<file path="src/logic/tlbt_pkg.sv">
// package of constants and types for the tlb test access port
package tlbt_pkg;
    // ------------------------------------------------------------
    // buffer geometry
    // ------------------------------------------------------------
    localparam int ENTRIES    = 32;
    localparam int SETS       = 4;
    localparam int PTR_W      = 2;
    localparam int IDX_W      = 5;
    localparam int LIN_W      = 20;
    localparam int PHYS_W     = 20;
    localparam int OFS_W      = 12;
    localparam int TAG_W      = 7;
    localparam int DATA_W     = 32;

    // ------------------------------------------------------------
    // register numbers and field positions
    // ------------------------------------------------------------
    localparam logic [2:0] REG_CMD_NUM  = 3'h6;
    localparam logic [2:0] REG_DATA_NUM = 3'h7;
    localparam int CMD_OP_BIT   = 0;
    localparam int TAG_LO       = 5;
    localparam int TAG_HI       = 11;
    localparam int VALID_BIT    = 6;  // within the tag field
    localparam int ADDR_LO      = 12;
    localparam int ADDR_HI      = 31;
    localparam int DAT_SEL_BIT  = 4;
    localparam int DAT_HIT_BIT  = 4;
    localparam int DAT_PTR_LO   = 2;
    localparam int DAT_PTR_HI   = 3;
    localparam logic [DATA_W-1:0] REG_RESET = 32'h0000_0000;

    // ------------------------------------------------------------
    // sequencer states, gray along idle-directory-table-fill
    // ------------------------------------------------------------
    typedef enum logic [1:0] {
        TLBT_IDLE = 2'b00,
        TLBT_DIR  = 2'b01,
        TLBT_TBL  = 2'b11,
        TLBT_FILL = 2'b10
    } tlbt_state_e;
endpackage : tlbt_pkg

</file>
<file path="src/logic/tlbt_fill_if.sv">
// interface carrying a buffer fill from the test port or the walker to the array
`timescale 1ns/1ps
interface tlbt_fill_if;
    import tlbt_pkg::*;
    logic                 we;
    logic [LIN_W-1:0]     lin;
    logic [TAG_W-1:0]     tag;
    logic [PHYS_W-1:0]    phys;
    logic                 use_sel;
    logic [PTR_W-1:0]     sel;
    modport src (output we, lin, tag, phys, use_sel, sel);
    modport dst (input  we, lin, tag, phys, use_sel, sel);
endinterface : tlbt_fill_if

</file>
<file path="src/logic/tlbt_array.sv">
// tag cam, physical ram and replacement pointer of the buffer
`timescale 1ns/1ps
module tlbt_array
    import tlbt_pkg::*;
(
    // clock and reset
    input  wire logic                   clk_i,
    input  wire logic                   nrst_i,
    // fill port
    tlbt_fill_if.dst                    fill,
    // search port
    input  wire logic                   look_i,
    input  wire logic [LIN_W-1:0]       look_lin_i,
    input  wire logic [TAG_W-1:0]       look_tag_i,
    output logic                        hit_o,
    output logic [PHYS_W-1:0]           hit_phys_o,
    output logic [PTR_W-1:0]            ptr_o
);
    localparam int WAYS = ENTRIES / SETS;
    localparam int WAY_W = $clog2(WAYS);

    logic [LIN_W-1:0]  cam_lin  [ENTRIES];
    logic [TAG_W-1:0]  cam_tag  [ENTRIES];
    logic [PHYS_W-1:0] ram_phys [ENTRIES];
    logic [ENTRIES-1:0] vld_reg;
    logic [PTR_W-1:0]  ptr_reg;
    logic [WAY_W-1:0]  slot_reg [SETS];
    logic [PTR_W-1:0]  set_w;
    logic [IDX_W-1:0]  widx;

    // attribute pair match: both low misses, both high forces hit
    function automatic logic pair_ok(input logic [1:0] q,
                                     input logic [1:0] e);
        pair_ok = (q == 2'b11) ? 1'b1 :
                  (q == 2'b00) ? 1'b0 : (q == e);
    endfunction : pair_ok

    // chosen set: software value or the internal pointer
    assign set_w = fill.use_sel ? fill.sel : ptr_reg;
    assign widx  = {set_w, slot_reg[set_w]};

    // storage; data only, so no reset needed on the arrays
    always_ff @(posedge clk_i) begin
        if (fill.we) begin
            cam_lin[widx]  <= fill.lin;
            cam_tag[widx]  <= fill.tag;
            ram_phys[widx] <= fill.phys;
        end
    end

    // per-set round robin slot and entry presence
    always_ff @(posedge clk_i or negedge nrst_i) begin
        if (!nrst_i) begin
            vld_reg <= '0;
            for (int s = 0; s < SETS; s++) begin
                slot_reg[s] <= '0;
            end
        end else if (fill.we) begin
            vld_reg[widx]  <= 1'b1;
            slot_reg[set_w] <= slot_reg[set_w] + 3'h1;
        end
    end

    // full associative compare; among duplicates the highest index wins
    always_comb begin
        hit_o      = 1'b0;
        hit_phys_o = '0;
        for (int i = 0; i < ENTRIES; i++) begin
            if (vld_reg[i] && cam_lin[i] == look_lin_i &&
                cam_tag[i][VALID_BIT] && look_tag_i[VALID_BIT] &&
                pair_ok(look_tag_i[5:4], cam_tag[i][5:4]) &&
                pair_ok(look_tag_i[3:2], cam_tag[i][3:2]) &&
                pair_ok(look_tag_i[1:0], cam_tag[i][1:0])) begin
                hit_o      = 1'b1;
                hit_phys_o = ram_phys[i];
            end
        end
    end

    // pointer steps as a wrapping counter on each hit while look_i is high
    always_ff @(posedge clk_i or negedge nrst_i) begin
        if (!nrst_i) begin
            ptr_reg <= '0;
        end else if (look_i && hit_o) begin
            ptr_reg <= ptr_reg + 2'h1;
        end
    end
    assign ptr_o = ptr_reg;
endmodule : tlbt_array

</file>
<file path="src/logic/tlbt_top.sv">
// tlb test access port with translation and miss walker
`timescale 1ns/1ps
// Operation
// - 32-entry cam of linear address and tags
// - ram word holds upper 20 physical bits
// - four sets, 2-bit pointer picks fill set
// - hit joins 20 physical bits and offset
// - miss walks directory, table, then fills buffer
// - two 32-bit test registers, move access
// - register 6 command, register 7 data
// - command write launches; bit0 one is lookup
// - write stores data and command into entry
// - lookup copies address, sets or clears hit
// - tag field valid bit 11 down to 5
// - pair both low misses, both high hits
// - pointer updates after every hit
// - data bit4 selects bits 3:2 over pointer
// - lookup fills bits 4-2; address only on hit
module tlbt_top
    import tlbt_pkg::*;
(
    // clock and reset
    input  wire logic                   clk_i,
    input  wire logic                   nrst_i,
    // test register move port
    input  wire logic                   treg_wr_i,
    input  wire logic [2:0]             treg_num_i,
    input  wire logic [DATA_W-1:0]      treg_wdata_i,
    output logic [DATA_W-1:0]           treg_rdata_o,
    // translation request
    input  wire logic                   xl_req_i,
    input  wire logic [DATA_W-1:0]      xl_lin_i,
    input  wire logic                   xl_user_i,
    input  wire logic                   xl_write_i,
    output logic                        xl_busy_o,
    output logic                        xl_done_o,
    output logic [DATA_W-1:0]           xl_phys_o,
    // page walk memory read
    output logic                        mem_req_o,
    output logic [DATA_W-1:0]           mem_addr_o,
    input  wire logic                   mem_ack_i,
    input  wire logic [DATA_W-1:0]      mem_rdata_i,
    // directory base for the walk
    input  wire logic [PHYS_W-1:0]      dir_base_i
);
    // ------------------------------------------------------------
    // declarations
    // ------------------------------------------------------------
    // walk fields of the linear address and of the fetched entries
    localparam logic [1:0] PTE_IDX_LO = 2'h0;
    localparam int DIR_HI     = 31;
    localparam int DIR_LO     = 22;
    localparam int TBL_HI     = 21;
    localparam int TBL_LO     = 12;
    localparam int USER_BIT   = 2;
    localparam int WRITE_BIT  = 1;
    localparam int DIRTY_BIT  = 6;
    localparam int ATTR_LO    = 0;

    // command word: page in 31:12, valid in 11, then the dirty, user
    //   and write pairs, each with its complement, down to bit 5;
    //   bit 0 set asks for a lookup, clear for an entry write
    // data word: page in 31:12, bit 4 hit flag or set select,
    //   3:2 pointer after a lookup or the chosen set for a write

    tlbt_fill_if      fill_bus ();
    tlbt_state_e      st_reg, st_next;
    logic [DATA_W-1:0] cmd_reg;
    logic [DATA_W-1:0] data_reg;
    logic [DATA_W-1:0] lin_reg;
    logic [PHYS_W-1:0] pte_reg;
    logic              mreq_reg;
    logic [DATA_W-1:0] maddr_reg;
    logic              done_reg;
    logic [DATA_W-1:0] xphys_reg;
    logic              cmd_wr;
    logic              data_wr;
    logic              look_test;
    logic              look_xl;
    logic [LIN_W-1:0]  look_lin;
    logic [TAG_W-1:0]  look_tag;
    logic              hit;
    logic [PHYS_W-1:0] hit_phys;
    logic [PTR_W-1:0]  ptr;
    logic              walk_fill;
    logic [TAG_W-1:0]  walk_tag;
    logic [PTR_W-1:0]  ptr_after;
    logic              dirty_reg;
    logic              walk_start;
    logic              dir_ack;
    logic              tbl_ack;

    // page field of a register or memory word
    function automatic logic [PHYS_W-1:0] page_of(
        input logic [DATA_W-1:0] w);
        page_of = w[ADDR_HI:ADDR_LO];
    endfunction : page_of

    // tag field of a command word
    function automatic logic [TAG_W-1:0] tag_of(input logic [DATA_W-1:0] w);
        tag_of = w[TAG_HI:TAG_LO];
    endfunction : tag_of

    // command kind: bit 0 set asks for a lookup, clear for a write
    function automatic logic cmd_is_lookup(input logic [DATA_W-1:0] w);
        cmd_is_lookup = w[CMD_OP_BIT];
    endfunction : cmd_is_lookup

    // tag of a walked entry: valid, then each right and its complement
    function automatic logic [TAG_W-1:0] walk_tag_of(
        input logic d, input logic u, input logic w);
        walk_tag_of = {1'b1, d, ~d, u, ~u, w, ~w};
    endfunction : walk_tag_of

    // ------------------------------------------------------------
    // register access decode
    // ------------------------------------------------------------
    assign cmd_wr  = treg_wr_i && treg_num_i == REG_CMD_NUM;
    assign data_wr = treg_wr_i && treg_num_i == REG_DATA_NUM;

    // lookup launched by a command write with bit 0 set
    assign look_test = cmd_wr && cmd_is_lookup(treg_wdata_i);
    // normal translation only searches while idle
    assign look_xl   = xl_req_i && st_reg == TLBT_IDLE && !cmd_wr;

    // search key comes from the new command or from translation
    always_comb begin
        if (cmd_wr) begin
            look_lin = page_of(treg_wdata_i);
            look_tag = tag_of(treg_wdata_i);
        end else begin
            look_lin = page_of(xl_lin_i);
            // hits need valid; a set user or write request bit forces that pair, a clear one needs a clear entry bit
            look_tag = {1'b1, 2'b11, xl_user_i, 1'b1,
                        xl_write_i, 1'b1};
        end
    end

    // ------------------------------------------------------------
    // buffer array
    // ------------------------------------------------------------
    tlbt_array u_array (
        .clk_i      (clk_i),
        .nrst_i     (nrst_i),
        .fill       (fill_bus.dst),
        .look_i     (look_test || look_xl),
        .look_lin_i (look_lin),
        .look_tag_i (look_tag),
        .hit_o      (hit),
        .hit_phys_o (hit_phys),
        .ptr_o      (ptr)
    );

    // pointer value once this lookup is done; a hit steps it
    assign ptr_after = hit ? ptr + 2'h1 : ptr;

    // fill source: a test write command or a finished walk
    assign walk_fill = st_reg == TLBT_FILL;
    assign walk_tag  = walk_tag_of(dirty_reg, pte_reg[USER_BIT],
                                   pte_reg[WRITE_BIT]);
    assign fill_bus.we = (cmd_wr && !cmd_is_lookup(treg_wdata_i))
                         || walk_fill;
    assign fill_bus.lin = cmd_wr ? page_of(treg_wdata_i)
                                 : page_of(lin_reg);
    assign fill_bus.tag = cmd_wr ? tag_of(treg_wdata_i)
                                 : walk_tag;
    // a walk fill takes the captured entry unless a command write shares its cycle; the read bus is stale by then
    assign fill_bus.phys = cmd_wr ? page_of(data_reg)
                                  : page_of(xphys_reg);
    // walk fills take the internal pointer unless a command write in the same cycle has data bit 4 set
    assign fill_bus.use_sel = cmd_wr && data_reg[DAT_SEL_BIT];
    assign fill_bus.sel = data_reg[DAT_PTR_HI:DAT_PTR_LO];

    // ------------------------------------------------------------
    // test registers
    // ------------------------------------------------------------
    // command register keeps exactly what was written
    always_ff @(posedge clk_i or negedge nrst_i) begin
        if (!nrst_i) begin
            cmd_reg <= REG_RESET;
        end else if (cmd_wr) begin
            cmd_reg <= treg_wdata_i;
        end
    end

    // data register: software load or lookup result
    always_ff @(posedge clk_i or negedge nrst_i) begin
        if (!nrst_i) begin
            data_reg <= REG_RESET;
        end else if (data_wr) begin
            data_reg <= treg_wdata_i;
        end else if (look_test) begin
            data_reg[DAT_HIT_BIT] <= hit;
            // result pointer shows the value after this lookup
            data_reg[DAT_PTR_HI:DAT_PTR_LO] <= ptr_after;
            // on a miss the address bits are left as they were
            if (hit) begin
                data_reg[ADDR_HI:ADDR_LO] <= hit_phys;
            end
        end
    end

    // read mux for register moves
    always_comb begin
        case (treg_num_i)
            REG_CMD_NUM:  treg_rdata_o = cmd_reg;
            REG_DATA_NUM: treg_rdata_o = data_reg;
            default:      treg_rdata_o = REG_RESET;
        endcase
    end

    // ------------------------------------------------------------
    // miss walker
    // ------------------------------------------------------------
    // walk events
    assign walk_start = look_xl && !hit;
    assign dir_ack    = st_reg == TLBT_DIR && mem_ack_i;
    assign tbl_ack    = st_reg == TLBT_TBL && mem_ack_i;

    // next state; test commands win over translation requests
    always_comb begin
        st_next = st_reg;
        case (st_reg)
            TLBT_IDLE: begin
                if (look_xl && !hit) begin
                    st_next = TLBT_DIR;
                end
            end
            TLBT_DIR: begin
                if (mem_ack_i) begin
                    st_next = TLBT_TBL;
                end
            end
            TLBT_TBL: begin
                if (mem_ack_i) begin
                    st_next = TLBT_FILL;
                end
            end
            TLBT_FILL: begin
                st_next = TLBT_IDLE;
            end
            default: begin
                st_next = TLBT_IDLE;
            end
        endcase
    end

    // state register
    always_ff @(posedge clk_i or negedge nrst_i) begin
        if (!nrst_i) begin
            st_reg <= TLBT_IDLE;
        end else begin
            st_reg <= st_next;
        end
    end

    // walk request: raised on a miss, held until the table ack
    always_ff @(posedge clk_i or negedge nrst_i) begin
        if (!nrst_i) begin
            mreq_reg <= 1'b0;
        end else if (walk_start) begin
            mreq_reg <= 1'b1;
        end else if (tbl_ack) begin
            mreq_reg <= 1'b0;
        end
    end

    // walk address: directory entry first, then the table entry
    always_ff @(posedge clk_i or negedge nrst_i) begin
        if (!nrst_i) begin
            maddr_reg <= REG_RESET;
        end else if (walk_start) begin
            maddr_reg <= {dir_base_i, xl_lin_i[DIR_HI:DIR_LO],
                          PTE_IDX_LO};
        end else if (dir_ack) begin
            maddr_reg <= {page_of(mem_rdata_i),
                          lin_reg[TBL_HI:TBL_LO], PTE_IDX_LO};
        end
    end

    // linear address of the walk, kept for the fill
    always_ff @(posedge clk_i or negedge nrst_i) begin
        if (!nrst_i) begin
            lin_reg <= REG_RESET;
        end else if (walk_start) begin
            lin_reg <= xl_lin_i;
        end
    end

    // directory entry; only its low rights bits are used later
    always_ff @(posedge clk_i or negedge nrst_i) begin
        if (!nrst_i) begin
            pte_reg <= '0;
        end else if (dir_ack) begin
            pte_reg <= page_of(mem_rdata_i);
            // directory attribute bits kept low
            pte_reg[USER_BIT:ATTR_LO] <= mem_rdata_i[USER_BIT:ATTR_LO];
        end
    end

    // dirty bit of the table entry; the read bus is stale at the fill
    always_ff @(posedge clk_i or negedge nrst_i) begin
        if (!nrst_i) begin
            dirty_reg <= 1'b0;
        end else if (tbl_ack) begin
            dirty_reg <= mem_rdata_i[DIRTY_BIT];
        end
    end

    // translation answer: one-cycle done with the joined address
    always_ff @(posedge clk_i or negedge nrst_i) begin
        if (!nrst_i) begin
            done_reg  <= 1'b0;
            xphys_reg <= REG_RESET;
        end else begin
            done_reg <= 1'b0;
            if (look_xl && hit) begin
                done_reg  <= 1'b1;
                xphys_reg <= {hit_phys, xl_lin_i[OFS_W-1:0]};
            end else if (st_reg == TLBT_TBL && mem_ack_i) begin
                done_reg  <= 1'b1;
                xphys_reg <= {mem_rdata_i[ADDR_HI:ADDR_LO],
                              lin_reg[OFS_W-1:0]};
            end
        end
    end

    // ------------------------------------------------------------
    // outputs
    // ------------------------------------------------------------
    assign xl_busy_o  = st_reg != TLBT_IDLE || cmd_wr;
    assign xl_done_o  = done_reg;
    assign xl_phys_o  = xphys_reg;
    assign mem_req_o  = mreq_reg;
    assign mem_addr_o = maddr_reg;
endmodule : tlbt_top

</file>
<file path="config.mk">
export PLATFORM = sky130hd
export DESIGN_NAME = tlbt_top
export DESIGN_NICKNAME = d
export VERILOG_FILES = /design/src/logic/tlbt_pkg.sv /design/src/logic/tlbt_fill_if.sv /design/src/logic/tlbt_array.sv /design/src/logic/tlbt_top.sv
export SDC_FILE = /design/constraint.sdc
export NUM_CORES = 2
export LEC_CHECK = 0
export ABC_AREA = 1
export BUFFER_PORTS_ARGS = -buffer_cell sky130_fd_sc_hd__buf_2
export CORE_MARGIN = 8
export CORE_UTILIZATION = 56
export DETAILED_ROUTE_END_ITERATION = 6
export HOLD_SLACK_MARGIN = 0.15
export PLACE_DENSITY = 0.79
export SLEW_MARGIN = 0
export SYNTH_ARGS = -nofsm -noshare
export SYNTH_HDL_FRONTEND = slang
export SYNTH_SLANG_ARGS = --single-unit
</file>
<file path="constraint.sdc">
create_clock -name clk_i -period 4.33 [get_ports clk_i]
set_clock_uncertainty 0.05 [all_clocks]
set_input_delay 0 -clock clk_i [delete_from_list [all_inputs] [get_ports clk_i]]
set_output_delay 0 -clock clk_i [all_outputs]
set_load 0.005 [all_outputs]
</file>
* After elaboration in Yosys (flattened, before gate mapping) *
Memories as Yosys holds them, arrays and structs flattened.
Cells that the tools add are included.

operators by class
  add/sub/neg operators = 2
  magnitude comparators = 4
  equal/unequal tests = 139
  mux-type cells = 291
  bitwise operators = 5
  reductions and logical operators = 224

operator list
  kind                                                                count
  two-way mux 20 bit                                                  38
  == test 20 bit                                                      32
  two-way mux 1 bit                                                   231
  logical AND 1 bit                                                   206
  == test 2 bit                                                       96
  two-way mux 32 bit                                                  4
  case mux 32 bit (2 select lines)                                    1
  OR 32 bit                                                           1
  two-way mux 3 bit                                                   5
  two-way mux 7 bit                                                   2
  bitwise mux 12 bit                                                  1
  nonzero test 2 bit                                                  6
  == test 2 bit (second input constant)                               5
  two-way mux 2 bit                                                   5
  logical NOT 2 bit                                                   4
  case mux 2 bit (4 select lines)                                     1
  binary-select mux 3 bit (select 2 bit)                              1
  demux 3 bit (select 2 bit)                                          1
  == test 3 bit (second input constant)                               2
  less-than comparator 5 x 6 -> 1 bit (second input constant)         1
  inequality test 2 bit (second input constant)                       3
  demux 1 bit (select 5 bit)                                          1
  greater-or-equal comparator 5 x 1 -> 1 bit (second input constant)  1
  adder 3 x 1 -> 3 bit (second input constant)                        1
  other kinds (10)                                                    16

word-level totals
  register bits after elaboration = 214
  bits in writable memories = 1504
  input port bits = 126
  output and inout port bits = 99
  word-level logic and storage cells = 686
  memories kept = 3

memory list
  memory            words  width  read ports  clocked after Yosys merged registers in  wr ports  RTL line          RTL
  u_array.cam_lin   32     20     32          0                                        1         tlbt_array.sv:22  logic [LIN_W-1:0] cam_lin [ENTRIES];
  u_array.ram_phys  32     20     32          0                                        1         tlbt_array.sv:24  logic [PHYS_W-1:0] ram_phys [ENTRIES];
  u_array.cam_tag   32     7      32          0                                        1         tlbt_array.sv:23  logic [TAG_W-1:0] cam_tag [ENTRIES];

* Logic depth before layout (Yosys ltp) *
  depth after elaboration = 46
  gate-level depth with buffers = 52
  gate-level depth less buffers = 50

* Modules after synthesis *
A second synthesis with hierarchy kept.

unflattened totals
  cell total of the unflattened synthesis = 5973
  area, all modules = 72263.1 um2

modules (own cells, without submodules)
  module      instances  cells an instance  area each (um2)  sequential area each (um2)
  tlbt_array  1          4940               64333.0          46314.4
  tlbt_top    1          1033               7930.1           4129.0

* Worst setup path before layout *
OpenSTA, ideal clock, no wires.

  path kind = input to register
  start = in treg_wr_i
  end = mem u_array.cam_lin[30][0] (enable)
  arrival = 4179 ps
  required time = 3827 ps
  setup slack = -352 ps
  stages on the path = 17
  path buffers = 3
  cell sequence = buf_4 nand4_2 buf_6 buf_4 nor2_1 inv_1 o21ai_0 inv_1 nor2_1 inv_1 o22ai_1 nor2_1 o21a_1 inv_1 ha_1 nand2_1 nor2_1

between the ends
  longest elaborated chain between the ends = 7

RTL lines
  element                                                RTL line          RTL
  from (decl)                                            tlbt_top.sv:26    input wire logic treg_wr_i,
  logical AND 1 bit (*)                                  tlbt_top.sv:118   assign cmd_wr = treg_wr_i && treg_num_i == REG_CMD_NUM;
  logical AND 1 bit                                      tlbt_top.sv:171   assign fill_bus.use_sel = cmd_wr && data_reg[DAT_SEL_BIT];
  two-way mux 2 bit                                      tlbt_array.sv:39  assign set_w = fill.use_sel ? fill.sel : ptr_reg;
  NOT 2 -> 3 bit (not written as such)                   tlbt_array.sv:40  assign widx = {set_w, slot_reg[set_w]};
  binary-select mux 3 bit (select 2 bit)                 tlbt_array.sv:40
  two-way mux 3 bit (not written as such) (2 in series)  tlbt_array.sv:40
  to (decl)                                              tlbt_array.sv:22

Mark *: on every way between the ends. The rest lies on a longest branch, timed or not. The select of a mux whose other input is x is not followed.

==> results by group <==
Outcome
  – Status: finished with violations
  – Failing checks: design-rule violations, negative setup slack

Timing
  – Slew headroom: 8.30%
  – Final Hold Viols: 0
  – RSZ-0062 raised after global routing: yes
  – Slack of the critical path: -0.209 ns
  – Final setup TNS: -2.32 ns
  – Setup violations, final: 37
  – Worst slew pin tran: 1.37 ns
  – Max Slew Vio Count: 0
  – FMAX: 0.220 GHz
  – Period utilization: 105%
  – Tmin final: between 4 and 5 ns

Power and ir drop
  – Pwr per Cell Area: 485 nW/um^2
  – Static leakage: 36.9 nW
  – VDD IR max: roughly 430 uV

Synthesis
  – Mapped Cells: around 6700
  – Post-Synth XOR/XNOR Area: 4.53%
  – Post-Syn Area: 74100 um^2
  – Mux contribution to synthesized area: 0.0456%
  – Synth Area in Simple Gates: between 10% and 20%
  – Compound-Gate Fraction of Synth Area: around 6.7%
  – Avg Cell Area, Syn: about 11 um^2
  – Adder-Cell Fraction of Synth Area: less than 1%
  – Sequential share of the synthesized area: about two thirds
  – Ys Warns: 0
  – Post-synth cell types: 58
  – Flip-flop and latch count after synthesis: 1715
  – EDFF count, synth: approximately 1500
  – Largest family of logic cells by synthesized area: simple AND/OR/NAND/NOR gates
  – Post-synth top flop: edfxtp_1
  – Async SR Flop Fraction: 12.3%

Floorplanning
  – Full die area: 144000 um^2
  – Row count: 133
  – Die W: 380 um
  – DIE HEIGHT: 380 um
  – CORE AREA: 131000 um^2
  – Num ports: about 230
  – Initial Util: 56.4%

Clock network
  – Root Buffer: clkbuf_16
  – Clock slew at reported path FFs: 0.07 ns
  – Clock latency on the worst-skew pair: roughly 0.81 ns
  – CTS tree: done
  – CTS Buffer Depth: 3
  – Sink Count: 1715
  – Inserted Clock Buffers: about 170
  – H-tree level count: 4

Layout
  – Nets: a little under 8000
  – Share of cells above drive strength 1: 20.0%
  – Biggest regs: u_array.cam_lin (640), u_array.ram_phys (640), u_array.cam_tag (224)
  – Most common cell after layout, fill and taps aside: edfxtp_1
  – Area of the multi-input gates: 21600 um^2
  – Final Instance Area: 92300 um^2
  – Commonest non-fill, non-tap cells in the layout: 1504 x edfxtp_1, 1456 x nand2_1, 633 x nor2_1
  – Syn-to-layout area delta: 24.6%
  – Fillers: 8151
  – Storage cell area: 50400 um^2

GRT
  – GRT Overall Usage: 34.0%
  – Largest net degree at the start of global routing: 120
  – Grt ovf: 0
  – Initial antenna violation count: 12
  – Vias in the first global route: 58000
  – Global-route wire length before repair: 371000 um

Route
  – DRT Pass-1 Iters: 7
  – Number of DRC markers in iteration 0: 10200
  – Vias: a little under 60000
  – Wire per inst: about 27 um
  – Drt via density: around 6.2
  – Post-route ant nets: 0
  – Residual DRC count: 30
  – Total wire length: 258000 um

Placed design
  – PortBufs: 213
  – Placed Instance Area: 82700 um^2
  – Detailed placement HPWL: between 150000 and 200000 um
  – GPL Wtd Cong: about 0.96

Worst setup path
  – Worst r2r src: u_array.cam_tag[1][2]$_DFFE_PP_
  – Critical-path top delay cell: edfxtp_1
  – Max incr delay on CP: 0.39 ns
  – Crit-path most repeated cell: nand2_1
  – Required @ worst endpoint: 4.98 ns
  – CP arrival: around 5.2 ns
  – CP max FO: 7
  – Critical path type: register to register
  – Crit start category: register
  – Crit path from: u_array.cam_tag[1][2]$_DFFE_PP_
  – Worst Setup End Kind: register

Run
  – Number of max-cap violations: 0

Worst hold path
  – Hold WC Path Type: primary input to register
  – Hold Path Origin: treg_wdata_i[9]
-- power breakdown --
part	switching, W	internal, W	total [W]	leakage (nW)
Clock	0.00647	0.00845	0.0149	2.73
Combinational	0.00629	0.00214	0.00843	17.9
Sequential	0.000575	0.0208	0.0214	16.2
Total	0.0133	0.0314	0.0448	36.9
-- cell type report --
type                    count  share of cell area [%]
diodes                      9                  0.0244
multi-input cells        4123                    23.4
repair buffers           1161                    11.4
flip-flops and latches   1715                    54.6
inverters                 527                    2.14
clock inverters            86                   0.908
clock buffers             230                    5.15
well taps                1755                    2.38
-- through the flow --
stage	instances	hold WS [ns]	setup WS, ns	utilization, %	total power (W)
detailed placement	8971	-0.0364	-0.497	62.9	0.0290
floorplan	6654	-0.346	-0.352	-	0.0244
CTS	9588	0.153	-0.0818	69.6	0.0439
global route	9599	0.184	-0.438	70.2	0.0454
global placement	8971	-0.0469	-0.353	62.9	0.0287
finish	9606	0.211	-0.209	70.2	0.0448
-- kinds of logic after synthesis --
kind of cell             after synthesis
buffers and inverters                816
other                                  1
AND/OR/NAND/NOR                     2846
adder cells (fa/ha/maj)                4
flip-flops                          1715
XOR/XNOR                             383
AO/OA/AOI/OAI                        885
multiplexers                           3
-- per-layer routing --
metal	wire length, um	GRT usage (%)	share of wire [%]	vias to the layer above
met2	113000	51.2	44	5414
met1	86700	43.6	34	28200
met3	40600	10.8	16	1153
met5	93	0	0.036	-
li1	-	-	-	24700
met4	18200	19.7	7.1	10
-- critical path: cells and delay by family, from the launching register on --
kind / cells / cell delay (ns)
buf+inv: 2 / 0.26
simple gates: 44 / 3.68
flops: 1 / 0.39
-- final timing paths --
check	end	slack, ns	cells past startpoint
hold reg to reg	u_array.vld_reg[12]$_DFFE_PN0P_	0.42	1
hold / removal	data_reg[9]$_DFFE_PN0P_	0.21	4
setup / recovery	xl_phys_o[29]$_DFFE_PN0P_	-0.21	46
setup reg to reg	xl_phys_o[29]$_DFFE_PN0P_	-0.21	46
min in group asynchronous	cmd_reg[10]$_DFFE_PN0P_	0.31	4
max in group asynchronous	xl_phys_o[6]$_DFFE_PN0P_	3.31	4
-- cells in the mapped netlist (6+ instances only) --
library cell     n  area [um^2]
buf_2          106          531
inv_2           16         60.1
a22oi_1         26          195
a221oi_1        31          272
buf_6            8         90.1
dfrtp_1        211         5280
o211ai_1        42          315
nand3_1        154          771
o2111ai_1        6         52.6
o21ai_0        403         2020
nor4b_1          6         52.6
o21a_1           6         45.0
edfxtp_1      1504        45200
nor2_1         678         2540
clkbuf_1       128          480
nand4_1         69          432
a211oi_1        24          180
a21oi_1        232         1160
nand3b_1        12         90.1
or2_2           79          494
and3_1          13         81.3
xor2_1         274         2400
nor3_1          28          140
o21ai_1         36          180
or2_0           36          225
o22ai_1         53          332
inv_1          508         1910
or2_1           20          125
nor4_1          42          263
xnor2_1        109          955
nand2_1       1662         6240
buf_4           34          255
nand2_2         20          125
a22o_1          11         96.3
buf_1           11         41.3
or4_1           11         82.6
nand3_2          6         60.1
-- repair_timing --
action	in CTS	in global routing
endpoints found under the hold margin	631	0
resized for setup	37	251
gates cloned	2	4
buffers inserted	3	7
pin swaps	30	124
endpoints found under the setup margin	32	76
hold buffers	296	0
Power figures use the tool's default switching activity.
